===== src/lbsc_pkg.sv =====
package lbsc_pkg;
  localparam logic [6:0] TARGET_ADDR       = 7'h31;
  localparam logic [7:0] REG_DIM_CFG       = 8'h00;
  localparam logic [7:0] REG_BOOST_CFG     = 8'h01;
  localparam logic [7:0] REG_LED_LEVEL     = 8'h02;
  localparam logic [7:0] REG_FAULT_CTL     = 8'h03;
  localparam logic [7:0] REG_DUTY          = 8'h04;
  localparam logic [7:0] REG_IDENT         = 8'h06;
  localparam logic [7:0] RST_DIM_CFG       = 8'h01;
  localparam logic [7:0] RST_BOOST_CFG     = 8'h54;
  localparam logic [7:0] RST_LED_LEVEL     = 8'h00;
  localparam logic [7:0] RST_FAULT_CTL     = 8'h80;
  localparam logic [7:0] RST_DUTY          = 8'h00;
  localparam logic [7:0] MASK_DIM_CFG      = 8'h97;
  localparam logic [7:0] MASK_BOOST_CFG    = 8'h7f;
  localparam logic [7:0] MASK_FAULT_CTL    = 8'h86;
  localparam int         BIT_SRC_SEL       = 2;
  localparam int         BIT_OC_CNT_EN     = 4;
  localparam int         BIT_OV_RESTART    = 7;
  localparam int         BIT_FLAG          = 0;
  localparam int         BIT_FLAG_CLR      = 3;
  localparam int         BIT_FAULT_EN      = 7;
  localparam int         BIT_WCHECK        = 7;
  localparam logic [7:0] OC_FAULT_RUN      = 8'h80;
  localparam logic [7:0] QUARTER_DUTY      = 8'h40;
  localparam logic [3:0] FREQ_CODE_MIN     = 4'h3;
  localparam logic [3:0] FREQ_CODE_MAX     = 4'h9;
  localparam int         CLK_MHZ           = 125;
  localparam int         STEP_KHZ          = 100;

  typedef enum logic [1:0] {
    LBSC_MODE_PULSE = 2'b00,
    LBSC_MODE_AMP   = 2'b01,
    LBSC_MODE_MIX_A = 2'b10,
    LBSC_MODE_MIX_B = 2'b11
  } lbsc_mode_e;

  typedef struct packed {
    logic       sink_on;
    logic [7:0] amp;
  } lbsc_led_s;
endpackage : lbsc_pkg


===== src/lbsc_smbus_if.sv =====
`timescale 1ns/1ps
// SMBus target byte engine; yields a register write or read-data fetch
module lbsc_smbus_if (
  // Clock and reset
  input  wire logic       i_clk_sys,
  input  wire logic       i_reset_n,
  // Synchronised bus lines
  input  wire logic       i_scl,
  input  wire logic       i_sda,
  // Register side
  input  wire logic [7:0] i_rd_data,
  output logic            o_sda_oe,
  output logic            o_wr,
  output logic [7:0]      o_addr,
  output logic [7:0]      o_wr_data
);
  import lbsc_pkg::*;

  typedef enum logic [2:0] {
    LBSC_IDLE  = 3'b000,
    LBSC_DEVAD = 3'b001,
    LBSC_PTR   = 3'b010,
    LBSC_WDAT  = 3'b011,
    LBSC_RDAT  = 3'b100,
    LBSC_ACK   = 3'b101,
    LBSC_RACK  = 3'b110
  } lbsc_bus_e;

  lbsc_bus_e  state;
  lbsc_bus_e  after_ack;
  logic       scl_d;
  logic       sda_d;
  logic [7:0] shreg;
  logic [3:0] bitcnt;
  logic       is_read;
  logic       phase_ptr;
  wire        scl_rise = i_scl & ~scl_d;
  wire        scl_fall = ~i_scl & scl_d;
  wire        start    = i_scl & scl_d & sda_d & ~i_sda;
  wire        stop     = i_scl & scl_d & ~sda_d & i_sda;

  always_ff @(posedge i_clk_sys or negedge i_reset_n) begin
    if (!i_reset_n) begin
      scl_d <= 1'b1;
      sda_d <= 1'b1;
    end else begin
      scl_d <= i_scl;
      sda_d <= i_sda;
    end
  end

  always_ff @(posedge i_clk_sys or negedge i_reset_n) begin
    if (!i_reset_n) begin
      state     <= LBSC_IDLE;
      after_ack <= LBSC_IDLE;
      shreg     <= 8'h00;
      bitcnt    <= 4'h0;
      is_read   <= 1'b0;
      phase_ptr <= 1'b0;
      o_sda_oe  <= 1'b0;
      o_wr      <= 1'b0;
      o_addr    <= 8'h00;
      o_wr_data <= 8'h00;
    end else begin
      o_wr <= 1'b0;
      if (start) begin
        state    <= LBSC_DEVAD;
        bitcnt   <= 4'h0;
        o_sda_oe <= 1'b0;
      end else if (stop) begin
        state    <= LBSC_IDLE;
        o_sda_oe <= 1'b0;
      end else begin
        unique case (state)
          LBSC_IDLE: begin
            o_sda_oe <= 1'b0;
          end
          LBSC_DEVAD, LBSC_PTR, LBSC_WDAT: begin
            if (scl_rise) begin
              shreg  <= {shreg[6:0], i_sda};
              bitcnt <= bitcnt + 4'h1;
            end
            if (scl_fall && bitcnt == 4'h8) begin
              bitcnt <= 4'h0;
              if (state == LBSC_DEVAD) begin
                // Foreign address: stay silent until next start
                if (shreg[7:1] == TARGET_ADDR) begin
                  is_read   <= shreg[0];
                  o_sda_oe  <= 1'b1;
                  after_ack <= shreg[0] ? LBSC_RDAT : LBSC_PTR;
                  state     <= LBSC_ACK;
                end else begin
                  state <= LBSC_IDLE;
                end
              end else if (state == LBSC_PTR) begin
                o_addr    <= shreg;
                o_sda_oe  <= 1'b1;
                after_ack <= LBSC_WDAT;
                state     <= LBSC_ACK;
              end else begin
                o_wr_data <= shreg;
                o_wr      <= 1'b1;
                o_sda_oe  <= 1'b1;
                after_ack <= LBSC_WDAT;
                state     <= LBSC_ACK;
              end
            end
          end
          LBSC_ACK: begin
            if (scl_fall) begin
              state  <= after_ack;
              bitcnt <= 4'h0;
              shreg  <= i_rd_data;
              // Read data drives low bits: oe high means drive zero
              o_sda_oe <= (after_ack == LBSC_RDAT) ? ~i_rd_data[7] : 1'b0;
              if (after_ack == LBSC_RDAT) begin
                bitcnt <= 4'h1;
              end
            end
          end
          LBSC_RDAT: begin
            if (scl_fall) begin
              if (bitcnt == 4'h8) begin
                o_sda_oe <= 1'b0;
                state    <= LBSC_RACK;
              end else begin
                o_sda_oe <= ~shreg[3'(7 - bitcnt)];
                bitcnt   <= bitcnt + 4'h1;
              end
            end
          end
          LBSC_RACK: begin
            if (scl_rise) begin
              if (i_sda) begin
                state <= LBSC_IDLE;
              end else begin
                o_addr    <= o_addr + 8'h01;
                after_ack <= LBSC_RDAT;
                state     <= LBSC_ACK;
              end
            end
          end
          default: state <= LBSC_IDLE;
        endcase
      end
    end
  end
endmodule : lbsc_smbus_if


===== src/lbsc_top.sv =====
`timescale 1ns/1ps
module lbsc_top #(
  parameter int         PERIOD_W  = 20,
  parameter logic [6:0] VENDOR_ID = 7'h15  // Arbitrary value
) (
  // Clock and reset
  input  wire logic        i_clk_sys,
  input  wire logic        i_reset_n,
  // SMBus pins
  input  wire logic        i_scl,
  input  wire logic        i_sda,
  output logic             o_sda_oe,
  // Dimming and analog status
  input  wire logic        i_dim_pwm,
  input  wire logic        i_overcurrent,
  input  wire logic        i_overvoltage,
  input  wire logic        i_switch_fault,
  // Boost and sink control
  output logic             o_boost_sw_en,
  output logic             o_ov_clamp,
  output logic             o_soft_restart,
  output logic [3:0]       o_boost_freq_step,
  output logic [1:0]       o_ocp_limit,
  output lbsc_pkg::lbsc_led_s o_led,
  output logic [7:0]       o_led_level,
  output logic             o_fault
);
  import lbsc_pkg::*;

  logic [1:0] scl_s;
  logic [1:0] sda_s;
  logic [1:0] pwm_s;
  logic [1:0] oc_s;
  logic [1:0] ov_s;
  logic [1:0] sf_s;
  always_ff @(posedge i_clk_sys or negedge i_reset_n) begin
    if (!i_reset_n) begin
      scl_s <= 2'b11;
      sda_s <= 2'b11;
      pwm_s <= 2'b00;
      oc_s  <= 2'b00;
      ov_s  <= 2'b00;
      sf_s  <= 2'b00;
    end else begin
      scl_s <= {scl_s[0], i_scl};
      sda_s <= {sda_s[0], i_sda};
      pwm_s <= {pwm_s[0], i_dim_pwm};
      oc_s  <= {oc_s[0], i_overcurrent};
      ov_s  <= {ov_s[0], i_overvoltage};
      sf_s  <= {sf_s[0], i_switch_fault};
    end
  end

  logic       bus_wr;
  logic [7:0] bus_addr;
  logic [7:0] bus_wdata;
  logic [7:0] rd_data;
  lbsc_smbus_if u_smbus (
    .i_clk_sys (i_clk_sys),
    .i_reset_n (i_reset_n),
    .i_scl     (scl_s[1]),
    .i_sda     (sda_s[1]),
    .i_rd_data (rd_data),
    .o_sda_oe  (o_sda_oe),
    .o_wr      (bus_wr),
    .o_addr    (bus_addr),
    .o_wr_data (bus_wdata)
  );

  logic [7:0] dim_cfg;
  logic [7:0] boost_cfg;
  logic [7:0] led_level;
  logic [7:0] fault_ctl;
  logic [7:0] reg_duty;
  logic       fault_flag;
  logic       ov_restart_req;

  // Writes masked to implemented bits; others dropped
  always_ff @(posedge i_clk_sys or negedge i_reset_n) begin
    if (!i_reset_n) begin
      dim_cfg   <= RST_DIM_CFG;
      boost_cfg <= RST_BOOST_CFG;
      led_level <= RST_LED_LEVEL;
      fault_ctl <= RST_FAULT_CTL;
      reg_duty  <= RST_DUTY;
    end else if (ov_restart_req) begin
      // Overvoltage restart returns config to power-on values
      dim_cfg   <= RST_DIM_CFG;
      boost_cfg <= RST_BOOST_CFG;
      led_level <= RST_LED_LEVEL;
      fault_ctl <= RST_FAULT_CTL;
      reg_duty  <= RST_DUTY;
    end else if (bus_wr) begin
      unique case (bus_addr)
        REG_DIM_CFG:   dim_cfg   <= bus_wdata & MASK_DIM_CFG;
        REG_BOOST_CFG: boost_cfg <= bus_wdata & MASK_BOOST_CFG;
        REG_LED_LEVEL: led_level <= bus_wdata;
        REG_FAULT_CTL: fault_ctl <= bus_wdata & MASK_FAULT_CTL;
        REG_DUTY:      reg_duty  <= bus_wdata;
        default:       ;
      endcase
    end
  end

  always_comb begin
    unique case (bus_addr)
      REG_DIM_CFG:   rd_data = dim_cfg;
      REG_BOOST_CFG: rd_data = boost_cfg;
      REG_LED_LEVEL: rd_data = led_level;
      REG_FAULT_CTL: rd_data = {fault_ctl[7:1], fault_flag};
      REG_DUTY:      rd_data = reg_duty;
      REG_IDENT:     rd_data = {(led_level == 8'h00), VENDOR_ID};
      default:       rd_data = 8'h00;
    endcase
  end

  logic       oc_q;
  logic       oc_seen;
  logic [7:0] oc_run;
  logic       oc_tripped;
  logic       freq_tick;
  wire        flag_clr_wr = bus_wr && bus_addr == REG_FAULT_CTL && bus_wdata[BIT_FLAG_CLR];
  wire        oc_rise     = oc_s[1] & ~oc_q;
  wire        fault_event = fault_ctl[BIT_FAULT_EN] && (sf_s[1] || oc_tripped);

  // Each overcurrent pulse marks one switching cycle; only a whole tick-to-tick period
  // with no pulse breaks the run, so a gap that straddles a tick can leave it unbroken
  always_ff @(posedge i_clk_sys or negedge i_reset_n) begin
    if (!i_reset_n) begin
      oc_q       <= 1'b0;
      oc_seen    <= 1'b0;
      oc_run     <= 8'h00;
      oc_tripped <= 1'b0;
    end else begin
      oc_q <= oc_s[1];
      if (freq_tick) begin
        oc_seen <= oc_rise;
      end else if (oc_rise) begin
        oc_seen <= 1'b1;
      end
      if (!dim_cfg[BIT_OC_CNT_EN]) begin
        oc_run     <= 8'h00;
        oc_tripped <= 1'b0;
      end else if (freq_tick && !oc_seen && !oc_rise) begin
        oc_run <= 8'h00;
      end else if (oc_rise) begin
        if (oc_run == OC_FAULT_RUN - 8'h01) begin
          oc_tripped <= 1'b1;
        end else begin
          oc_run <= oc_run + 8'h01;
        end
      end
    end
  end

  // Set wins over a simultaneous clear
  always_ff @(posedge i_clk_sys or negedge i_reset_n) begin
    if (!i_reset_n) begin
      fault_flag <= 1'b0;
    end else if (fault_event) begin
      fault_flag <= 1'b1;
    end else if (flag_clr_wr) begin
      fault_flag <= 1'b0;
    end
  end

  always_ff @(posedge i_clk_sys or negedge i_reset_n) begin
    if (!i_reset_n) begin
      o_fault <= 1'b0;
    end else begin
      o_fault <= fault_flag | oc_tripped;
    end
  end

  // Switching frequency: codes clamp into 2..9 steps of 100 kHz
  wire [3:0]  freq_code = boost_cfg[3:0];
  wire [3:0]  freq_step = (freq_code < FREQ_CODE_MIN) ? 4'h2 :
                          (freq_code > FREQ_CODE_MAX) ? FREQ_CODE_MAX : freq_code;
  logic [15:0] freq_cnt;
  localparam logic [15:0] CYC_PER_STEP = 16'((CLK_MHZ * 1000) / STEP_KHZ);
  always_ff @(posedge i_clk_sys or negedge i_reset_n) begin
    if (!i_reset_n) begin
      freq_cnt  <= 16'h0000;
      freq_tick <= 1'b0;
    end else begin
      freq_tick <= 1'b0;
      if (freq_cnt >= CYC_PER_STEP / 16'(freq_step) - 16'h0001) begin
        freq_cnt  <= 16'h0000;
        freq_tick <= 1'b1;
      end else begin
        freq_cnt <= freq_cnt + 16'h0001;
      end
    end
  end

  always_ff @(posedge i_clk_sys or negedge i_reset_n) begin
    if (!i_reset_n) begin
      o_boost_freq_step <= 4'h4;
      o_ocp_limit       <= 2'b00;
      o_led_level       <= 8'h00;
      o_boost_sw_en     <= 1'b0;
      o_ov_clamp        <= 1'b0;
      o_soft_restart    <= 1'b0;
      ov_restart_req    <= 1'b0;
    end else begin
      o_boost_freq_step <= freq_step;
      o_ocp_limit       <= {boost_cfg[4], 1'b0};
      o_led_level       <= led_level;
      // Cycle-by-cycle limit, no enable involved
      o_boost_sw_en     <= ~oc_s[1] & ~ov_s[1] & ~oc_tripped;
      o_ov_clamp        <= ov_s[1] & ~dim_cfg[BIT_OV_RESTART];
      ov_restart_req    <= ov_s[1] & dim_cfg[BIT_OV_RESTART] & ~ov_restart_req;
      o_soft_restart    <= ov_restart_req;
    end
  end

  // Duty meter on the pin: high time over period, latched per period
  logic [PERIOD_W-1:0] per_cnt;
  logic [PERIOD_W-1:0] hi_cnt;
  logic [7:0]          pin_duty;
  logic                pwm_q;
  wire                 pwm_rise = pwm_s[1] & ~pwm_q;
  wire [PERIOD_W+7:0]  hi_scaled = {hi_cnt, 8'h00} - {8'h00, hi_cnt};
  always_ff @(posedge i_clk_sys or negedge i_reset_n) begin
    if (!i_reset_n) begin
      pwm_q    <= 1'b0;
      per_cnt  <= '0;
      hi_cnt   <= '0;
      pin_duty <= 8'h00;
    end else begin
      pwm_q <= pwm_s[1];
      if (pwm_rise) begin
        if (per_cnt != '0) begin
          pin_duty <= 8'(hi_scaled / {8'h00, per_cnt});
        end
        per_cnt <= PERIOD_W'(1);
        hi_cnt  <= PERIOD_W'(1);
      end else begin
        if (~&per_cnt) begin
          per_cnt <= per_cnt + PERIOD_W'(1);
        end
        if (pwm_s[1] && ~&hi_cnt) begin
          hi_cnt <= hi_cnt + PERIOD_W'(1);
        end
      end
    end
  end

  // Register source is used at once, no period wait
  wire        use_reg = dim_cfg[BIT_SRC_SEL];
  wire [7:0]  duty    = use_reg ? reg_duty : pin_duty;
  wire [15:0] scaled  = 16'(led_level) * 16'(duty);
  lbsc_mode_e mode;
  assign mode = lbsc_mode_e'(dim_cfg[1:0]);

  // Free 8-bit phase for internally generated pulse dimming
  logic [7:0] pulse_phase;
  always_ff @(posedge i_clk_sys or negedge i_reset_n) begin
    if (!i_reset_n) begin
      pulse_phase <= 8'h00;
    end else begin
      pulse_phase <= pulse_phase + 8'h01;
    end
  end

  lbsc_led_s next_led;
  always_comb begin
    next_led.sink_on = 1'b1;
    next_led.amp     = led_level;
    unique case (mode)
      LBSC_MODE_PULSE: begin
        // Register source cannot drive pulse mode; fall back to pin
        next_led.sink_on = pwm_s[1];
      end
      LBSC_MODE_AMP: begin
        next_led.amp = scaled[15:8] + {7'h00, scaled[7]};
      end
      LBSC_MODE_MIX_A, LBSC_MODE_MIX_B: begin
        if (duty >= QUARTER_DUTY) begin
          next_led.amp = scaled[15:8] + {7'h00, scaled[7]};
        end else begin
          next_led.sink_on = use_reg ? (pulse_phase < duty) : pwm_s[1];
        end
      end
    endcase
    if (led_level == 8'h00) begin
      next_led.sink_on = 1'b0;
    end
  end

  always_ff @(posedge i_clk_sys or negedge i_reset_n) begin
    if (!i_reset_n) begin
      o_led <= '0;
    end else begin
      o_led <= next_led;
    end
  end

  bus_addr_a: assert property (@(posedge i_clk_sys) disable iff (!i_reset_n)
    bus_addr == REG_IDENT |-> rd_data[BIT_WCHECK] == (led_level == 8'h00))
    else $error("written-check bit wrong");
  flag_set_a: assert property (@(posedge i_clk_sys) disable iff (!i_reset_n)
    fault_event |=> fault_flag)
    else $error("fault flag not set");
  flag_clear_a: assert property (@(posedge i_clk_sys) disable iff (!i_reset_n)
    (flag_clr_wr && !fault_event) |=> !fault_flag)
    else $error("fault flag not cleared");
  oc_switch_off_a: assert property (@(posedge i_clk_sys) disable iff (!i_reset_n)
    oc_s[1] |=> !o_boost_sw_en)
    else $error("switch on during overcurrent");
  oc_disabled_a: assert property (@(posedge i_clk_sys) disable iff (!i_reset_n)
    !dim_cfg[BIT_OC_CNT_EN] |=> !oc_tripped)
    else $error("overcurrent trip while disabled");
  freq_clamp_a: assert property (@(posedge i_clk_sys) disable iff (!i_reset_n)
    ##1 (o_boost_freq_step >= 4'h2 && o_boost_freq_step <= 4'h9))
    else $error("frequency step out of range");
  pulse_follow_a: assert property (@(posedge i_clk_sys) disable iff (!i_reset_n)
    (mode == LBSC_MODE_PULSE && led_level != 8'h00) |=> o_led.sink_on == $past(pwm_s[1]))
    else $error("pulse mode not following input");
  ov_clamp_a: assert property (@(posedge i_clk_sys) disable iff (!i_reset_n)
    (ov_s[1] && !dim_cfg[BIT_OV_RESTART]) |=> o_ov_clamp && !ov_restart_req)
    else $error("overvoltage clamp response wrong");
  unused_rd_a: assert property (@(posedge i_clk_sys) disable iff (!i_reset_n)
    (bus_addr > REG_IDENT || bus_addr == 8'h05) |-> rd_data == 8'h00)
    else $error("unused address reads nonzero");

  trip_c:   cover property (@(posedge i_clk_sys) disable iff (!i_reset_n) $rose(oc_tripped));
  mix_c:    cover property (@(posedge i_clk_sys) disable iff (!i_reset_n)
    mode == LBSC_MODE_MIX_A && duty < QUARTER_DUTY);
  wr_c:     cover property (@(posedge i_clk_sys) disable iff (!i_reset_n) bus_wr);
  restart_c: cover property (@(posedge i_clk_sys) disable iff (!i_reset_n) o_soft_restart);
endmodule : lbsc_top


===== config.mk =====
export PLATFORM = sky130hd
export DESIGN_NAME = lbsc_top
export DESIGN_NICKNAME = d
export VERILOG_FILES = /design/src/lbsc_pkg.sv /design/src/lbsc_smbus_if.sv /design/src/lbsc_top.sv
export SDC_FILE = /design/constraint.sdc
export NUM_CORES = 2
export LEC_CHECK = 0
export ABC_AREA = 1
export BUFFER_PORTS_ARGS = -buffer_cell sky130_fd_sc_hd__buf_2
export CAP_MARGIN = 20
export CORE_MARGIN = 5
export CORE_UTILIZATION = 55
export CTS_CLUSTER_SIZE = 10
export DETAILED_ROUTE_END_ITERATION = 10
export PLACE_DENSITY = 0.67
export SLEW_MARGIN = 25
export SYNTH_ARGS = -nofsm -noshare
export SYNTH_HDL_FRONTEND = slang
export SYNTH_SLANG_ARGS = --single-unit

===== constraint.sdc =====
create_clock -name i_clk_sys -period 174.5 [get_ports i_clk_sys]
set_input_delay 8.725 -clock i_clk_sys [delete_from_list [all_inputs] [get_ports i_clk_sys]]
set_output_delay 8.725 -clock i_clk_sys [all_outputs]
set_load 0.005 [all_outputs]

; ---- Yosys cells after proc, flatten, opt, wreduce, memory -nomap -nowiden
; Cells that the tools add are included.
[word_totals]
register_bits = 203
latch_bits = 0
ram_bits = 0
mem_bits_ro = 0
inputBits = 8
memories = 0
[classes]
add_sub_neg = 11
mul = 1
div_mod_pow = 2
order_cmp = 6
eq_ne = 44
n_shift = 0
mux = 97
bitwise_logic = 32
n_reduce_logical = 48
[ops]
columns = op, n
row1 = $mux 8, 28
row2 = $mux 20, 4
row3 = $mux 3, 16
row4 = $pmux 8 s2, 3
row5 = $pmux 8 s6, 1
row6 = $add 20x1->20 const B, 2
row7 = $reduce_and 20->1, 2
row8 = $mux 4, 9
row9 = $mux 1, 29
row10 = $div 28x20->28, 1
row11 = $sub 28x20->28, 1
row12 = $add 8x1->8 const B, 3
row13 = $ne 4x1->1 const B, 6
row14 = $reduce_bool 2->1, 11
row15 = $reduce_bool 20->1, 1
row16 = $reduce_and 6->1, 3
row17 = $not 1->1, 17
row18 = $add 16x1->16 const B, 1
row19 = $div 11x4->16 const A, 1
row20 = $eq 8x2->1 const B, 2
row21 = $eq 8x3->1 const B, 2
row22 = $ge 16x16->1, 1
row23 = $logic_not 8->1, 2
row24 = $mul 8x8->16, 1
row25 = 47 further kinds, 94

; ---- Logic depth before layout (Yosys ltp)
[logic_depth]
ltp_word = 9
mapped_depth = 590

; ---- By module
; Synthesis repeated with hierarchy kept, for this count alone.
[unflattened]
cells_unflattened = 5580
hier_area_um2 = 35381.4
[by_module_without_submodules]
columns = module, instances, cells_per_inst, area_per_inst_um2, seq_area_each_um2
row1 = lbsc_top, 1, 5245, 33041.7, 3916.3
row2 = lbsc_smbus_if, 1, 335, 2339.7, 953.4

; ---- Worst setup path after synthesis
; Ideal clock, no wire load.
[synth_timing]
path_type = reg-to-reg
start = register hi_cnt[14]
end = register pin_duty[0]
setup_time_ns = 0.113
arrival_ns = 77.047
setup_slack_ns = 97.340
path_stages_with_launch = 581
cell_sequence = dfrtp_1 clkbuf_1 inv_1 ha_1 nand2_1 inv_1 nand2_1 nor2_1 nand3_1 nand3_1 nand3_1 nand2_1 xor2_1 inv_1 ha_1 nor2_1 nor4_1 inv_1 (+545 left out) a21boi_0 o21a_1 o21ai_0 nand2_1 a21oi_1 o21bai_1 a21oi_1 o21bai_1 a21oi_1 o21bai_1 a21oi_1 o21bai_1 a2111oi_0 nand2_1 nor2_1 nand4_1 nand2_1 inv_1
[synth_via]
elab_chain_len = 2
[synth_rtl]
columns = item, line
row1 = "start, declared", lbsc_top.sv:219  ; logic [PERIOD_W-1:0] hi_cnt;
row2 = "start signal, assigned", lbsc_top.sv:243  ; hi_cnt <= hi_cnt + PERIOD_W'(1);
row3 = $sub 28x20->28, lbsc_top.sv:223  ; wire [PERIOD_W+7:0] hi_scaled = {hi_cnt, 8'h00} - {8'h00, hi_cnt};
row4 = $div 28x20->28, lbsc_top.sv:234  ; pin_duty <= 8'(hi_scaled / {8'h00, per_cnt});
row5 = "end signal, assigned", lbsc_top.sv:234
row6 = "end, declared", lbsc_top.sv:220  ; logic [7:0] pin_duty;
; Every way passes these cells.
; A chain may end at the register's enable or synchronous reset.

; ---- Final worst setup path
[layout_timing]
start = register per_cnt[19]
end = register pin_duty[0]
[layout_via]
elab_chain_len = 2
word_cells_on_any_way = 3
classes_between = 1 x div / 2 x reduce/logical
[layout_rtl]
columns = item, line
row1 = "start, declared", lbsc_top.sv:218  ; logic [PERIOD_W-1:0] per_cnt;
row2 = "start signal, assigned", lbsc_top.sv:240  ; per_cnt <= per_cnt + PERIOD_W'(1);
row3 = "parallel branches: the longest is 2 deep, another holds $div 28x20->28", n/a
; Parallel ways; which one is timed is not known.

==> results.yml <==
sta:
  worst_slew_pin_slew_ns: 1.02
  fmax_mhz: 11.1
  slew_headroom_pct: 31.5
  drv_slew: 0
  period_share_pct: 51.6
  tns_ns: 0
  rsz0062_at_grt: "false"
  hold_viol_final: 0
  fin_crit_ns: 90.11
  skew_ns: 0.0293
  setup_viol: 0
finish:
  syn2layout_area_growth_pct: 5.03
  nets: 6107
  diodes: 0
  post_route_cells_drive_above_1_share_pct: 4.49
  nFillCells: 6373
clocking:
  holdBufCountCts: 0
  h-tree-depth: 4
  cts_buffer_depth: 2
  tritoncts: "done"
  insertion_delay_ns: 0.51
  cts-root-buf: "clkbuf_16"
  numCtsBuffers: 17
  clk_pin_slew_ns: 0.11
  numClockSinks: 194
  cts_setup_buffers: 0
  post_cts_resize_count: 0
synth:
  synthCells: 5571
  yosysSeqAreaShare_pct: 13.9
  ys_types: 74
  synth-edff-count: 0
  synth_flop_cell: "dfrtp_1"
  async_reset_ff_share_pct: 100
  postSynthRegisterBits: 194
  synth_area_mm2: 0.0351
  yosys_warnings: 0
  postSynthAreaPerCell_um2: 6.30
critical_path:
  cpLargestDelayFamily: "compound AO/OA/AOI/OAI gates"
  worstPathMaxFanout: 35
  cp_slowest_cell: "inv_1"
  cpMostUsedCell: "a21oi_1"
  crit_path_start_kind: "flop"
  cp-end-kind: "flop"
  crit_arrival_ns: 90.50
  max_stage_delay_ns: 0.76
  path_buf_inv: 101
  worstPathRequired_ns: 174.89
  path_class: "reg -> reg"
detailed_routing:
  routedWlPerCell_um: 15.7
  viasPerCell: 5.51
  num_vias: 35400
  dr.pass1.iters: 6
  ant_nets: 0
  drt_iter0_drc: 2315
  wl_um: 101000
  drc_errors: 0
placed_design:
  place_congestion: 0.962
  place.detailed.hpwl_um: 80200
  place.port_buffers: 34
floorplanning:
  initial_core_util_pct: 55.6
  die_h_um: 263
  rows: 92
  num_io_pins: 36
  die_x_um: 263
  design.core.area_mm2: 0.0631
  die_area_mm2: 0.0689
global_routing:
  overflow: 0
  grtUsageTotal_pct: 28.4
  antenna_found_initial: 0
  grt_pass1_wl_um: 166000
  grt_pass1_vias: 32800
  grt_start_max_net_pins: 93
worst_hold_path:
  hold_class: "reg -> reg"
flow_run:
  drv_cap: 0
outcome:
  status: "finished clean"
worst register-to-register path, delay by kind of cell (launching register included):
| family | cells | cell delay, ns |
|---|---|---|
| compound gates | 236 | 43.72 |
| xor+xnor | 1 | 0.18 |
| fa+ha+maj | 27 | 9.08 |
| buf+inv | 101 | 12.77 |
| flops | 1 | 0.44 |
| simple gates | 171 | 23.93 |
synthesized netlist by cell type (all sizes together) (3+ instances only):
library cell	n	area share [%]
xor2	211	5.3
xnor2	108	2.7
or3	5	0.089
nand3b	15	0.32
clkinv	8	0.089
nand2	1359	15
a31oi	17	0.30
a21oi	361	5.2
a211oi	14	0.30
a22oi	6	0.13
clkbuf	61	0.65
nor2	487	5.6
o211ai	13	0.28
nor4	25	0.45
o21ai	469	6.8
and2	10	0.18
o221ai	11	0.27
o31ai	24	0.51
nor3	72	1.1
fa	35	2.0
nand3	303	4.7
a2111oi	3	0.075
ha	492	18
or2	45	0.80
a21o	40	0.86
buf	22	0.39
nand4	108	2.0
o22ai	8	0.14
a21boi	8	0.17
o21bai	53	1.1
a221oi	11	0.27
dfstp	12	0.90
nor3b	12	0.26
and3	4	0.071
o2111ai	6	0.15
dfrtp	182	13
inv	915	9.8
o21a	14	0.30
sequential cells by signal, indices dropped and copies added, names as in the netlist, 7 cells and up:
signal / cells
boost_cfg: 7
freq_cnt: 16
hi_cnt: 20
led_level: 8
o_led: 9
o_led_level: 8
oc_run: 8
per_cnt: 20
pin_duty: 8
pulse_phase: 8
reg_duty: 8
u_smbus.o_addr: 8
u_smbus.o_wr_data: 8
u_smbus.shreg: 8
cell usage in the layout (no fill, tap or decap), types with 22 or more instances in the layout:
master / instances
ha_1: 492
inv_1: 901
or2_2: 42
buf_2: 33
fa_1: 35
nand2_1: 1335
nand3_1: 283
a21oi_1: 359
nor4_1: 25
o31ai_1: 24
buf_4: 30
nor3_1: 69
nand2_2: 22
nand4_1: 106
xor2_1: 211
o21bai_1: 53
xnor2_1: 108
o21ai_0: 447
nor2_1: 465
a21o_1: 40
dfrtp_1: 182
layout make-up:
cell class	instances	area, µm²	share of cell area [%]
Clock buffer	17	425	1.15
Sequential cell	194	4870	13.2
Clock inverter	15	221	0.601
Tap cell	846	1060	2.87
Multi-Input combinational cell	4372	26400	71.7
Inverter	923	3470	9.41
Timing Repair Buffer	64	405	1.10
path summary, 6_finish.rpt:
kind	from	endpoint	slack, ns	cells after the start
worst max-delay path	per_cnt[19]	pin_duty[0]	84.39	536
worst min-delay path	sf_s[0]	sf_s[1]	0.36	0
worst min register to register	sf_s[0]	sf_s[1]	0.36	0
worst max register to register	per_cnt[19]	pin_duty[0]	84.39	536
min in group asynchronous	i_reset_n	pulse_phase[0]	8.23	1
max in group asynchronous	i_reset_n	freq_cnt[6]	165.06	2
cell families (layout without fill, tap and decap cells):
family          Yosys count  in the layout  share of synthesized area, %
simple gates           2449           2449                          30.4
compound gates         1073           1073                          17.2
buf+inv                1006           1019                          10.9
fa+ha+maj               527            527                          19.5
xor+xnor                319            319                          7.96
flops                   194            194                          13.9
mux                       2              2                        0.0571
other cells               1              2                        0.0107
metrics by stage:
stage          hold slack [ns]  instances  cell area (µm²)  utilization (%)  setup slack [ns]
2_1_floorplan            0.331       5572            35100                -             97.34
3_3_place_gp             0.332       6399            36200             57.4             88.09
3_5_place_dp             0.340       6399            36200             57.4             85.45
4_1_cts                  0.362       6431            36800             58.4             85.12
5_1_grt                  0.365       6431            36800             58.4             72.89
6_report                 0.357       6431            36800             58.4             84.39
metal layers:
layer | vias up | wire length [µm] | track usage [%]
met5 | - | 0 | 0
met4 | 0 | 3090 | 8.95
met3 | 174 | 5120 | 2.73
met2 | 954 | 46400 | 48.0
met1 | 16000 | 46600 | 38.3
li1 | 18300 | - | -
Power is left out: the tool's default activity adds up to more than one toggle a clock period on the data nets, which glitch-free logic cannot reach.
